File: config.mk
export PLATFORM = sky130hd
export DESIGN_NAME = dcc_top
export DESIGN_NICKNAME = d
export VERILOG_FILES = /design/src/design/dcc_pkg.sv /design/src/design/dcc_top.sv
export VERILOG_INCLUDE_DIRS = /design/src /design/src/design
export SDC_FILE = /design/constraint.sdc
export NUM_CORES = 1
export LEC_CHECK = 0
export BUFFER_PORTS_ARGS = -buffer_cell sky130_fd_sc_hd__buf_4
export CAP_MARGIN = 20
export CORE_ASPECT_RATIO = 0.9
export CORE_UTILIZATION = 29
export CTS_CLUSTER_DIAMETER = 150
export CTS_CLUSTER_SIZE = 16
export DETAILED_ROUTE_END_ITERATION = 12
export GPL_ROUTABILITY_DRIVEN = 0
export PLACE_DENSITY = 0.56
export REMOVE_ABC_BUFFERS = 1
export SLEW_MARGIN = 10
export SYNTH_ARGS = -nofsm -noshare
export SYNTH_HDL_FRONTEND = slang
export SYNTH_SLANG_ARGS = --single-unit
File: constraint.sdc
create_clock -name i_core_clk -period 2.9 [get_ports i_core_clk]
set_clock_uncertainty 0.05 [all_clocks]
set_input_delay 0.58 -clock i_core_clk [delete_from_list [all_inputs] [get_ports i_core_clk]]
set_output_delay 0.58 -clock i_core_clk [all_outputs]
set_load 0.005 [all_outputs]
File: src/design/dcc_consts.svh
// register offsets, bit positions and reset values of the comparator control
`ifndef DCC_CONSTS_SVH
`define DCC_CONSTS_SVH
`define DCC_ADDR_W 8
`define DCC_OFS_PORT_DATA 8'h05
`define DCC_OFS_GIC 8'h0b
`define DCC_OFS_FLAGS 8'h0c
`define DCC_OFS_CFG 8'h1f
`define DCC_OFS_DIR 8'h85
`define DCC_OFS_IEN 8'h8c
`define DCC_BIT_GLOBAL_EN 7
`define DCC_BIT_PERIPH_EN 6
`define DCC_BIT_CHANGE 6
`define DCC_BIT_FIRST_PIN 3
`define DCC_BIT_SECOND_PIN 4
`define DCC_RST_GIC 8'h00
`define DCC_RST_FLAGS 8'h00
`define DCC_RST_CFG 6'h00
`define DCC_RST_DIR 8'hff
`define DCC_RST_IEN 8'h00
`define DCC_RST_LATCH 8'h00
`define DCC_FLAGS_MASK 8'hf7
`define DCC_IEN_MASK 8'hf7
`define DCC_ANA_ALL 8'h0f
`define DCC_ANA_LOW3 8'h07
`define DCC_ANA_NONE 8'h00
`endif

File: src/design/dcc_pkg.sv
// types of the dual comparator control block
package dcc_pkg;
   typedef enum logic [2:0] {
      DCC_MODE_RESET = 3'b000,
      DCC_MODE_MUX3 = 3'b001,
      DCC_MODE_VREF = 3'b010,
      DCC_MODE_COMMON = 3'b011,
      DCC_MODE_TWO = 3'b100,
      DCC_MODE_ONE = 3'b101,
      DCC_MODE_OUTPUTS = 3'b110,
      DCC_MODE_OFF = 3'b111
   } dcc_mode_t;

   typedef struct packed {
      logic second_result_invert;
      logic first_result_invert;
      logic input_switch_select;
      dcc_mode_t comparator_mode_field;
   } dcc_cfg_t;

   typedef struct packed {
      logic [7:0] out;
      logic [7:0] oe;
   } dcc_pins_t;

   typedef struct packed {
      logic vref_to_positive;
      logic alt_negative;
      logic power_en;
   } dcc_analog_t;

   typedef struct packed {
      logic [7:0] global_interrupt_control;
      logic [7:0] peripheral_irq_flags;
      dcc_cfg_t comparator_config;
      logic [7:0] port_pin_direction;
      logic [7:0] peripheral_irq_enables;
      logic [7:0] port_latch;
      logic [7:0] pin_s1;
      logic [7:0] pin_s2;
      logic [1:0] cmp_s1;
      logic [1:0] cmp_s2;
      logic [1:0] last_read;
      logic [7:0] rdata;
      logic irq;
      logic wake;
      dcc_pins_t pins;
      dcc_analog_t analog;
   } dcc_state_t;
endpackage : dcc_pkg

File: src/design/dcc_top.sv
// digital control and status logic of the dual comparator
//
// Summary of operation
// - result high when positive above negative
// - mode 010 routes reference to positives
// - top config bits show results, read-only
// - modes 110/001 route results to pins
// - direction bits still enable those pins
// - analog pins read zero on port
// - any result change sets change flag
// - flag bit 6, write sets or clears
// - request needs flag and all enables
// - read-coincident change still sets flag
// - mismatch keeps setting the flag
// - config access captures results, ends mismatch
// - comparators run and wake during sleep
// - mode 111 powers both comparators off
// - waking keeps config register unchanged
// - reset clears config, comparators powered down
// - invert bit flips result everywhere
// - switch bit picks negative input pins
//
// Strobed register access was chosen for this implementation.
`timescale 1ns/1ps
`include "dcc_consts.svh"

module dcc_top
   import dcc_pkg::*;
(
   // clock and reset
   input wire logic i_core_clk,
   input wire logic i_rst,
   // register port
   input wire logic [`DCC_ADDR_W-1:0] i_addr,
   input wire logic [7:0] i_wdata,
   input wire logic i_wr,
   input wire logic i_rd,
   output logic [7:0] o_rdata,
   // analog comparator cores
   input wire logic [1:0] i_cmp_raw,
   output logic o_vref_to_positive,
   output logic o_alt_negative,
   output logic o_cmp_power_en,
   // port pins
   input wire logic [7:0] i_pin_in,
   output logic [7:0] o_pin_out,
   output logic [7:0] o_pin_oe,
   // system
   input wire logic i_sleep,
   output logic o_irq,
   output logic o_wake
);

   dcc_state_t s_r;
   dcc_state_t s_nxt;

   // pins that the mode leaves analog
   function automatic logic [7:0] analog_mask(input dcc_mode_t m);
      logic [7:0] r;
      r = `DCC_ANA_NONE;
      unique case (m)
         DCC_MODE_RESET: r = `DCC_ANA_ALL;
         DCC_MODE_MUX3: r = `DCC_ANA_LOW3;
         DCC_MODE_VREF: r = `DCC_ANA_ALL;
         DCC_MODE_COMMON: r = `DCC_ANA_LOW3;
         DCC_MODE_TWO: r = `DCC_ANA_ALL;
         DCC_MODE_ONE: r = `DCC_ANA_LOW3;
         DCC_MODE_OUTPUTS: r = `DCC_ANA_LOW3;
         DCC_MODE_OFF: r = `DCC_ANA_NONE;
      endcase
      return r;
   endfunction : analog_mask

   // modes that put the results on the pins
   function automatic logic mode_routes_pins(input dcc_mode_t m);
      logic r;
      r = 1'b0;
      unique case (m)
         DCC_MODE_RESET: r = 1'b0;
         DCC_MODE_MUX3: r = 1'b1;
         DCC_MODE_VREF: r = 1'b0;
         DCC_MODE_COMMON: r = 1'b0;
         DCC_MODE_TWO: r = 1'b0;
         DCC_MODE_ONE: r = 1'b0;
         DCC_MODE_OUTPUTS: r = 1'b1;
         DCC_MODE_OFF: r = 1'b0;
      endcase
      return r;
   endfunction : mode_routes_pins

   // switch bit matters in two modes only
   function automatic logic mode_uses_switch(input dcc_mode_t m);
      logic r;
      r = 1'b0;
      unique case (m)
         DCC_MODE_RESET: r = 1'b0;
         DCC_MODE_MUX3: r = 1'b1;
         DCC_MODE_VREF: r = 1'b1;
         DCC_MODE_COMMON: r = 1'b0;
         DCC_MODE_TWO: r = 1'b0;
         DCC_MODE_ONE: r = 1'b0;
         DCC_MODE_OUTPUTS: r = 1'b0;
         DCC_MODE_OFF: r = 1'b0;
      endcase
      return r;
   endfunction : mode_uses_switch

   function automatic logic mode_powered(input dcc_mode_t m);
      logic r;
      r = 1'b0;
      unique case (m)
         DCC_MODE_RESET: r = 1'b0;
         DCC_MODE_MUX3: r = 1'b1;
         DCC_MODE_VREF: r = 1'b1;
         DCC_MODE_COMMON: r = 1'b1;
         DCC_MODE_TWO: r = 1'b1;
         DCC_MODE_ONE: r = 1'b1;
         DCC_MODE_OUTPUTS: r = 1'b1;
         DCC_MODE_OFF: r = 1'b0;
      endcase
      return r;
   endfunction : mode_powered

   // reference only in its own mode
   function automatic logic mode_uses_vref(input dcc_mode_t m);
      logic r;
      r = 1'b0;
      unique case (m)
         DCC_MODE_RESET: r = 1'b0;
         DCC_MODE_MUX3: r = 1'b0;
         DCC_MODE_VREF: r = 1'b1;
         DCC_MODE_COMMON: r = 1'b0;
         DCC_MODE_TWO: r = 1'b0;
         DCC_MODE_ONE: r = 1'b0;
         DCC_MODE_OUTPUTS: r = 1'b0;
         DCC_MODE_OFF: r = 1'b0;
      endcase
      return r;
   endfunction : mode_uses_vref

   // flag and both change enables set
   function automatic logic change_armed(
      input logic [7:0] flags,
      input logic [7:0] ien,
      input logic [7:0] gic
   );
      logic r;
      r = flags[`DCC_BIT_CHANGE] & ien[`DCC_BIT_CHANGE];
      r = r & gic[`DCC_BIT_PERIPH_EN];
      return r;
   endfunction : change_armed

   // results replace the latch on two pins
   function automatic logic [7:0] pin_drive(
      input logic [7:0] latch,
      input logic [1:0] res,
      input logic route
   );
      logic [7:0] r;
      r = latch;
      if (route) begin
         r[`DCC_BIT_FIRST_PIN] = res[0];
         r[`DCC_BIT_SECOND_PIN] = res[1];
      end
      return r;
   endfunction : pin_drive

   // analog pins read back as zero
   function automatic logic [7:0] port_read(
      input logic [7:0] pins,
      input dcc_mode_t m
   );
      logic [7:0] r;
      r = pins & ~analog_mask(m);
      return r;
   endfunction : port_read

   function automatic logic [7:0] cfg_readback(
      input logic [1:0] res,
      input dcc_cfg_t cfg
   );
      logic [7:0] r;
      r = {res, cfg};
      return r;
   endfunction : cfg_readback

   // only the low six bits are writable
   function automatic dcc_cfg_t cfg_from_write(input logic [7:0] d);
      dcc_cfg_t r;
      r = {d[5:3], dcc_mode_t'(d[2:0])};
      return r;
   endfunction : cfg_from_write

   // unimplemented bit position stays zero
   function automatic logic [7:0] keep_defined(
      input logic [7:0] d,
      input logic [7:0] mask
   );
      logic [7:0] r;
      r = d & mask;
      return r;
   endfunction : keep_defined

   function automatic logic results_differ(
      input logic [1:0] now_res,
      input logic [1:0] captured
   );
      logic r;
      r = (now_res != captured);
      return r;
   endfunction : results_differ

   function automatic logic [1:0] apply_invert(
      input logic [1:0] res,
      input logic [1:0] inv_bits
   );
      logic [1:0] r;
      r = res ^ inv_bits;
      return r;
   endfunction : apply_invert

   logic [1:0] inv;
   logic [1:0] cur;
   logic [1:0] raw_inv;
   logic cfg_access;
   logic mismatch;
   logic route_pins;
   dcc_mode_t mode;

   assign mode = s_r.comparator_config.comparator_mode_field;
   assign inv = {s_r.comparator_config.second_result_invert,
                 s_r.comparator_config.first_result_invert};
   assign cur = apply_invert(s_r.cmp_s2, inv);
   assign raw_inv = apply_invert(i_cmp_raw, inv);
   assign cfg_access = (i_wr | i_rd) && (i_addr == `DCC_OFS_CFG);
   assign mismatch = results_differ(cur, s_r.last_read);
   assign route_pins = mode_routes_pins(mode);

   always_comb begin
      s_nxt = s_r;
      // raw bit high for positive above negative
      s_nxt.cmp_s1 = i_cmp_raw;
      s_nxt.cmp_s2 = s_r.cmp_s1;
      s_nxt.pin_s1 = i_pin_in;
      s_nxt.pin_s2 = s_r.pin_s1;

      // register writes
      if (i_wr) begin
         unique case (i_addr)
            `DCC_OFS_GIC: s_nxt.global_interrupt_control = i_wdata;
            `DCC_OFS_FLAGS: begin
               s_nxt.peripheral_irq_flags =
                  keep_defined(i_wdata, `DCC_FLAGS_MASK);
            end
            `DCC_OFS_CFG: begin
               s_nxt.comparator_config = cfg_from_write(i_wdata);
            end
            `DCC_OFS_DIR: s_nxt.port_pin_direction = i_wdata;
            `DCC_OFS_IEN: begin
               s_nxt.peripheral_irq_enables =
                  keep_defined(i_wdata, `DCC_IEN_MASK);
            end
            `DCC_OFS_PORT_DATA: s_nxt.port_latch = i_wdata;
            default: ;
         endcase
      end

      if (cfg_access) begin
         s_nxt.last_read = cur;
      end

      // set wins, no change is lost
      if (mismatch) begin
         s_nxt.peripheral_irq_flags[`DCC_BIT_CHANGE] = 1'b1;
      end

      // register reads, data one cycle later
      s_nxt.rdata = 8'h00;
      if (i_rd) begin
         unique case (i_addr)
            `DCC_OFS_GIC: begin
               s_nxt.rdata = s_r.global_interrupt_control;
            end
            `DCC_OFS_FLAGS: begin
               s_nxt.rdata = s_r.peripheral_irq_flags;
            end
            `DCC_OFS_CFG: begin
               s_nxt.rdata = cfg_readback(cur, s_r.comparator_config);
            end
            `DCC_OFS_DIR: begin
               s_nxt.rdata = s_r.port_pin_direction;
            end
            `DCC_OFS_IEN: begin
               s_nxt.rdata = s_r.peripheral_irq_enables;
            end
            `DCC_OFS_PORT_DATA: begin
               s_nxt.rdata = port_read(s_r.pin_s2, mode);
            end
            default: s_nxt.rdata = 8'h00;
         endcase
      end

      s_nxt.irq =
         change_armed(s_r.peripheral_irq_flags,
                      s_r.peripheral_irq_enables,
                      s_r.global_interrupt_control) &
         s_r.global_interrupt_control[`DCC_BIT_GLOBAL_EN];
      s_nxt.wake = i_sleep &
         change_armed(s_r.peripheral_irq_flags,
                      s_r.peripheral_irq_enables,
                      s_r.global_interrupt_control);

      s_nxt.pins.oe = ~s_r.port_pin_direction;
      s_nxt.pins.out = pin_drive(s_r.port_latch, raw_inv, route_pins);

      s_nxt.analog.vref_to_positive = mode_uses_vref(mode);
      s_nxt.analog.alt_negative =
         s_r.comparator_config.input_switch_select &&
         mode_uses_switch(mode);
      s_nxt.analog.power_en = mode_powered(mode);
   end

   // nothing here reacts to sleep or wake
   always_ff @(posedge i_core_clk or posedge i_rst) begin
      if (i_rst) begin
         s_r.global_interrupt_control <= `DCC_RST_GIC;
         s_r.peripheral_irq_flags <= `DCC_RST_FLAGS;
         s_r.comparator_config <= `DCC_RST_CFG;
         s_r.port_pin_direction <= `DCC_RST_DIR;
         s_r.peripheral_irq_enables <= `DCC_RST_IEN;
         s_r.port_latch <= `DCC_RST_LATCH;
         s_r.pin_s1 <= 8'h00;
         s_r.pin_s2 <= 8'h00;
         s_r.cmp_s1 <= 2'h0;
         s_r.cmp_s2 <= 2'h0;
         s_r.last_read <= 2'h0;
         s_r.rdata <= 8'h00;
         s_r.irq <= 1'b0;
         s_r.wake <= 1'b0;
         s_r.pins.out <= 8'h00;
         s_r.pins.oe <= 8'h00;
         s_r.analog.vref_to_positive <= 1'b0;
         s_r.analog.alt_negative <= 1'b0;
         s_r.analog.power_en <= 1'b0;
      end else begin
         s_r <= s_nxt;
      end
   end

   assign o_rdata = s_r.rdata;
   assign o_vref_to_positive = s_r.analog.vref_to_positive;
   assign o_alt_negative = s_r.analog.alt_negative;
   assign o_cmp_power_en = s_r.analog.power_en;
   assign o_pin_out = s_r.pins.out;
   assign o_pin_oe = s_r.pins.oe;
   assign o_irq = s_r.irq;
   assign o_wake = s_r.wake;

endmodule : dcc_top

======== Yosys cells after proc, flatten, opt, wreduce, memory -nomap -nowiden ========
Memory sizes are Yosys's and may differ from the RTL's. A register that Yosys moved wholly into a read port is not among the register bits.
Index checks and enable logic that the tools add are counted.
Widths: inputs -> output; s select.
word-level totals
  input port bits ......................... 31
  flip-flop bits (word level) ............. 93
  memories kept ........................... 5
  ROM bits ................................ 64
cells by class
  bitwise operators ....................... 10
  reductions and logical operators ........ 11
  equal/unequal tests ..................... 7
  mux-type cells .......................... 12
memory list
  memory            depth  bits a word  read ports  clocked after Yosys merged registers in  write ports  line            text
  (name not given)  8      4            1           0                                        0            dcc_top.sv:61   unique case (m)
  (name not given)  8      1            1           0                                        0            dcc_top.sv:78   unique case (m)
  (name not given)  8      1            1           1                                        0            dcc_top.sv:128  unique case (m)
  (name not given)  8      1            1           0                                        0            dcc_top.sv:95   unique case (m)
  (name not given)  8      1            1           1                                        0            dcc_top.sv:111  unique case (m)
operators with widths
  operator            count
  $mux 8              6
  $pmux 8 s6          1
  $mux 37             1
  $eq 8x4->1 const B  2
  $eq 8x8->1 const B  2
  $not 8->8           2
  $reduce_and 2->1    7
  $and 8x8->8         1
  $eq 8x3->1 const B  1
  $eq 8x5->1 const B  1
  $mux 7              1
  $mux 6              1
  $and 1x1->1         4
  $reduce_bool 2->1   2
  $xor 2x2->2         2
  $logic_and 1x1->1   2
  $mux 2              1
  $ne 2x2->1          1
  $mux 1              1
  $or 1x1->1          1

======== Longest topological paths before layout ========
Gate-level depths: netlist (run 1).
  depth in word-level cells ............... 7
  mapped depth ............................ 6

======== Least setup slack after synthesis (run 1) ========
No wires, ideal clock.
  path kind ............................... input port to flip-flop
  start ................................... input i_addr[1]
  end ..................................... register s_r[59] (netlist name)
  setup time .............................. 125 ps
  arrival time ............................ 1662 ps
  required time ........................... 2725 ps
  setup slack ............................. 1063 ps
  buffers on the path ..................... 1
  stages .................................. 4
  cells stage by stage .................... and4bb_2 -> buf_1 -> nand3_2 -> mux2_2
on the way
  word-level cells in the longest chain between the ends .. 2
RTL lines
  item                        line            text
  from (decl)                 dcc_top.sv:34   input wire logic [`DCC_ADDR_W-1:0] i_addr,
  $eq 8x8->1                  dcc_top.sv:249  unique case (i_addr)
  $reduce_and 2->1 (no line)  --
  to (signal assigned)        dcc_top.sv:346  s_r <= s_nxt;
  to (decl)                   dcc_top.sv:54   dcc_state_t s_r;
Every way passes these cells.
A chain may end at the register's enable or synchronous reset.

======== Worst setup path after layout (run 1) ========
  start ................................... input i_addr[5]
  end ..................................... register s_r (netlist bit s_nxt[17])
on the way
  word-level cells in the longest chain between the ends .. 2
RTL lines
  item                        line
  $eq 8x3->1                  dcc_top.sv:249
  $reduce_and 2->1 (no line)  --
Every way passes these cells.

==> flow_metrics.env, run 1 <==
export IMPL_powerDensity_nw_per_um2=585.3
export IMPL_drtIter0Drc=68
export IMPL_crit_type="in2reg"
export IMPL_power_total_mw=2.726
export IMPL_hp_class="in2async"
export IMPL_post_route_drc_count=0
export IMPL_ys_seq_area_share_pct=61.29
export IMPL_cts_resized=0
export IMPL_cts_tree="built"
export IMPL_hold_viol_final=0
export IMPL_post_drt_wl_per_cell_um=17.34
export IMPL_cts_sinks=95
export IMPL_relSlewSlack_pct=50.24
export IMPL_wl_met3_um=443
export IMPL_clockBufferDepth=2
export IMPL_hpwl_um=6027
export IMPL_num_antenna_cells=0
export IMPL_drive_gt1_share_pct=43.60
export IMPL_grt_first_pass_wirelength_um=13920
export IMPL_antenna_found_initial=0
export IMPL_path_max_fanout=10
export IMPL_htreeDepth=3
export IMPL_synth_top_family_by_area="multiplexers"
export IMPL_clk_pin_slew_ps=70
export IMPL_fin_nets=358
export IMPL_cts_inserted_buffers=9
export IMPL_ys_ff_latch=95
export IMPL_routedLengthMet1_um=4051
export IMPL_final_cell_mix="87 x dfrtp_1, 60 x buf_4, 45 x mux2_2"
export IMPL_ir_worst_vdd_mv=0.2566
export IMPL_core_um2=12880
export IMPL_cellLeakagePower_nw=2.115
export IMPL_final_common_cell="dfrtp_1"
export IMPL_avgViaCountPerCell=4.677
export IMPL_initial_utilization_pct=30.24
export IMPL_fin_area_um2=4658
export IMPL_worstSetupEndpointType="flop"
export IMPL_clock_latency_ps=340
export IMPL_die_w_um=124.2
export IMPL_grt_max_degree=54
export IMPL_rsz0062_at_grt="no"
export IMPL_synthDistinctLibCells=44
export IMPL_firstDrtPassIters=4
export IMPL_gr_usage_all_layers_pct=13.69
export IMPL_clock_fmax_mhz=474.0
export IMPL_synth_simple_gate_area_share_pct=8.320
export IMPL_postSynthCellCount=281
export IMPL_port_buffers=59
export IMPL_setup_violations_final=0
export IMPL_rows=39
export IMPL_die_y_um=111.9
export IMPL_ys_warn_count=0
export IMPL_die_area_um2=13900
export IMPL_wl_met2_um=3896
export IMPL_startpoint_type="input pin"
export IMPL_cp_data_required_time_ps=3080
export IMPL_status="finished clean"
export IMPL_maxCapViolCount=0
export IMPL_post_route_period_util_pct=72.75
export IMPL_cts_setup_buffers=0
export IMPL_critPathArrivalTime_ps=2290
export IMPL_grt_ovfl_total=0
export IMPL_antenna_left=0
export IMPL_ctsHoldBuffers=0
export IMPL_grt_pass1_vias=2495
export IMPL_syn_area_per_cell_um2=13.86
export IMPL_synth_compound_area_share_pct=7.131
export IMPL_slew_violations=0
export IMPL_finalWirelength_um=8530
export IMPL_syn_area_um2=3895
export IMPL_top_layer="met4"
export IMPL_placed_area_um2=4375
export IMPL_pin_count=60
export IMPL_root_buffer="clkbuf_16"
export IMPL_finish_utilization_pct=36.16
export IMPL_num_vias=2301
export IMPL_fin_crit_ps=2110
export IMPL_tightest_slew_ps=740.8
export IMPL_rr_worst_depth=4
export IMPL_synth_xor_area_share_pct=1.349
export IMPL_area_growth_pct=19.60
export IMPL_synthMuxAreaShare_pct=14.04
export IMPL_synth_fa_ha_area_share_pct=1.285
## cell usage after synthesis (all sizes together)
| cell | number | area, um2 |
|---|---|---|
| xor2 | 2 | 17.52 |
| a21boi | 1 | 7.510 |
| nand3 | 10 | 75.07 |
| and4 | 2 | 17.52 |
| a21oi | 3 | 15.01 |
| a32o | 1 | 10.01 |
| nand3b | 3 | 22.52 |
| nor4 | 1 | 21.27 |
| a41oi | 1 | 16.27 |
| ha | 4 | 50.05 |
| mux2i | 4 | 40.04 |
| o2111ai | 1 | 8.760 |
| a22oi | 14 | 105.1 |
| and2 | 1 | 7.510 |
| nand4 | 2 | 12.51 |
| and4b | 1 | 10.01 |
| a22o | 2 | 17.52 |
| o21ai | 3 | 15.01 |
| mux2 | 45 | 506.7 |
| or2 | 1 | 6.260 |
| nand2 | 9 | 33.78 |
| o21a | 5 | 37.54 |
| clkbuf | 3 | 11.26 |
| o31a | 1 | 8.760 |
| nor3b | 1 | 7.510 |
| and3b | 1 | 8.760 |
| nor2 | 4 | 15.01 |
| dfstp | 8 | 210.2 |
| o221ai | 1 | 8.760 |
| and4bb | 1 | 12.51 |
| xnor2 | 4 | 35.03 |
| nor4b | 1 | 23.77 |
| nand2b | 2 | 12.51 |
| dfrtp | 87 | 2177 |
| inv | 14 | 52.55 |
| o22a | 1 | 8.760 |
| nor4bb | 1 | 10.01 |
| buf | 27 | 192.7 |
| o22ai | 3 | 18.77 |
| nor2b | 2 | 12.51 |
| nor3 | 3 | 15.01 |
## layer usage
layer / track usage, % / vias up
met2: 20.11 / 65
met1: 18.86 / 1169
met3: 4.406 / 12
met4: 4.683 / 0
li1: - / 1055
met5: 0 / -
## cell type report
class	instances	area, um2
flip-flops and latches	95	2387
inverters	14	55.05
clock buffers	10	239.0
multi-input cells	142	1257
clock inverters	6	43.79
fillers	1267	8224
well taps	164	205.2
repair buffers	61	470.5
## final timing paths
| check | startpoint | endpoint | slack, ps |
|---|---|---|---|
| max reg2reg | mode[0] | o_rdata[2] | 1430 |
| max in group asynchronous | i_rst | s_r[73] | 1830 |
| min | i_rst | s_nxt[13] | 240 |
| min in group i_core_clk | i_pin_in[2] | s_nxt[37] | 280 |
| min reg2reg | s_nxt[36] | s_r[36] | 300 |
| max | i_addr[5] | s_nxt[17] | 790 |
## sequential cells by signal, indices dropped and copies added, names as in the netlist
name                cells
s_r                    45
s_nxt                  16
o_pin_oe                8
o_pin_out               8
o_rdata                 8
mode                    3
inv                     2
o_alt_negative          1
o_cmp_power_en          1
o_irq                   1
o_vref_to_positive      1
o_wake                  1
## worst max-delay path, cell delays in order
cell	delay (ps)
buf_4	140
nor4_4	690
nand3_2	470
mux2_2	400
## cell families after synthesis
logic type,count (synthesis)
AOI/OAI and AO/OA,37
buffers and inverters,44
muxes,49
DFF,95
and+or+nand+nor,46
xor gates and xnor gates,6
adders and majority gates,4
## metrics by stage
step	cells	setup TNS, ps	hold slack [ps]	setup slack [ps]
final	492	0	237.4	790.4
after global routing	492	0	269.8	692.8
after CTS	492	0	254.2	745.7
after detailed placement	476	0	284.7	367.4
after global placement	476	0	284.0	402.0
after floorplan	251	-16860	281.2	-193.8
## power by group
| part | switching, mW | internal (mW) | leakage, nW |
|---|---|---|---|
| Clock | 0.513 | 0.609 | 0.139 |
| Sequential | 0.0315 | 1.39 | 1.20 |
| Combinational | 0.0951 | 0.0901 | 0.778 |
| Total | 0.640 | 2.09 | 2.11 |
(Power assumes the default switching activity.)
==> inputs of run 2 (changes only) <==
==> constraint.sdc (replaced) <==
create_clock -name i_core_clk -period 1.9 [get_ports i_core_clk]
set_clock_uncertainty 0.05 [all_clocks]
set_input_delay 0.38 -clock i_core_clk [delete_from_list [all_inputs] [get_ports i_core_clk]]
set_output_delay 0.38 -clock i_core_clk [all_outputs]
set_load 0.005 [all_outputs]
==> flow_metrics.env, run 2 (synthesis results as in run 1) <==
export IMPL_status="finished clean"
export IMPL_hp_class="in2async"
export IMPL_hpwl_um=6083
export IMPL_slew_violations=0
export IMPL_post_drt_wl_per_cell_um=16.59
export IMPL_final_cell_mix="87 x dfrtp_1, 73 x buf_4, 45 x mux2_2"
export IMPL_largest_reg_flops=45
export IMPL_rows=39
export IMPL_path_max_fanout=6
export IMPL_clock_latency_ps=340
export IMPL_drtIter0Drc=79
export IMPL_cpLargestDelayFamily="simple AND/OR/NAND/NOR gates"
export IMPL_top_register="s_r"
export IMPL_critPathSlowestCell="mux2_2"
export IMPL_die_y_um=111.9
export IMPL_pre_cts_ws_ps=-6.042
export IMPL_grt_pass1_vias=2467
export IMPL_final_cell_count_no_fill=506
export IMPL_finish_utilization_pct=37.37
export IMPL_fin_ws_ps=331.0
export IMPL_cp_data_required_time_ps=2070
export IMPL_r2r_setup_slack_ps=400
export IMPL_max_stage_delay_ps=330
export IMPL_placed_cells=490
export IMPL_worstSetupEndpointType="flop"
export IMPL_initial_utilization_pct=30.24
export IMPL_final_common_cell="dfrtp_1"
export IMPL_rr_worst_depth=4
export IMPL_powerDensity_nw_per_um2=908.2
export IMPL_root_buffer="clkbuf_16"
export IMPL_rsz0062_at_grt="no"
export IMPL_grt_max_degree=96
export IMPL_die_w_um=124.2
export IMPL_die_area_um2=13900
export IMPL_r2r_end="o_rdata[2]"
export IMPL_firstDrtPassIters=4
export IMPL_drive_gt1_share_pct=45.61
export IMPL_crit_chain="buf_4 -> nor3_1 -> buf_4 -> nor3b_1 -> nand2_1 -> mux2_2"
export IMPL_cts_resized=0
export IMPL_cts_inserted_buffers=9
export IMPL_clockBufferDepth=2
export IMPL_fin_nets=372
export IMPL_power_total_mw=4.373
export IMPL_avgViaCountPerCell=4.587
export IMPL_fin_crit_ps=1569
export IMPL_num_vias=2321
export IMPL_critPathBufInv=2
export IMPL_grt_first_pass_wirelength_um=13610
export IMPL_crit_type="in2reg"
export IMPL_path_common_cell="buf_4"
export IMPL_critPathArrivalTime_ps=1740
export IMPL_tightest_slew_ps=496.6
export IMPL_finalWirelength_um=8397
export IMPL_cts_setup_buffers=0
export IMPL_pin_count=60
export IMPL_post_route_drc_count=0
export IMPL_gr_usage_all_layers_pct=13.44
export IMPL_cellLeakagePower_nw=2.196
export IMPL_area_growth_pct=23.61
export IMPL_antenna_found_initial=0
export IMPL_cts_sinks=95
export IMPL_setup_violations_final=0
export IMPL_maxCapViolCount=0
export IMPL_nFillCells=1269
export IMPL_htreeDepth=3
export IMPL_reg2reg_from="mode[0]"
export IMPL_relSlewSlack_pct=66.90
export IMPL_clk_pin_slew_ps=60
export IMPL_startpoint_type="input pin"
export IMPL_num_antenna_cells=0
export IMPL_ctsHoldBuffers=0
export IMPL_cts_tree="built"
export IMPL_grt_ovfl_total=0
export IMPL_port_buffers=59
export IMPL_clock_fmax_mhz=637.3
export IMPL_ir_worst_vdd_mv=0.5382
export IMPL_core_um2=12880
export IMPL_hold_viol_final=0
export IMPL_antenna_left=0
export IMPL_post_route_period_util_pct=82.58
-- run 2: layout make-up --
class | instances | area [um2] | share of cell area [%]
Clock buffer | 10 | 229.0 | 4.756
Sequential cell | 95 | 2387 | 49.58
Tap cell | 164 | 205.2 | 4.262
Multi-Input combinational cell | 142 | 1257 | 26.12
Clock inverter | 6 | 92.59 | 1.923
Timing Repair Buffer | 75 | 588.1 | 12.21
Inverter | 14 | 55.05 | 1.143
-- run 2: where the power goes --
group / switching (mW) / total, mW / internal [mW]
sequential: 0.0487 / 2.17 / 2.12
combinational: 0.146 / 0.292 / 0.146
clock: 0.754 / 1.91 / 1.16
total: 0.949 / 4.37 / 3.42
-- run 2: per-stage QoR --
step                TNS, ps  hold WS [ps]  area (um2)
finish                    0         90.14        4815
global route              0         74.92        4815
CTS                       0         77.05        4815
detailed placement   -10.28         287.1        4493
global placement    -0.9044         284.6        4493
floorplan           -100110         281.2        3691
-- run 2: metal layers --
metal / track usage (%) / vias up / wire (um)
met4: 4.524 / 0 / 93
met5: 0 / - / 0
met2: 20.41 / 63 / 3931
met3: 3.996 / 7 / 477
li1: - / 1078 / -
met1: 18.18 / 1173 / 3894
-- run 2: worst max path at each step --
stage | startpoint | end | slack [ps] | cells after the start
after floorplan | i_rst | inv[0] | -990 | 1
after global placement | i_addr[5] | inv[0] | -0.6 | 6
after detailed placement | i_addr[5] | mode[1] | -6 | 6
after CTS | i_addr[5] | mode[1] | 350 | 6
after global routing | i_addr[5] | mode[1] | 200 | 6
final | i_addr[5] | mode[1] | 330 | 6
-- run 2: tightest hold or removal path, delay by kind of cell --
family                 cells  cell delay, ps
buffers and inverters      3             540
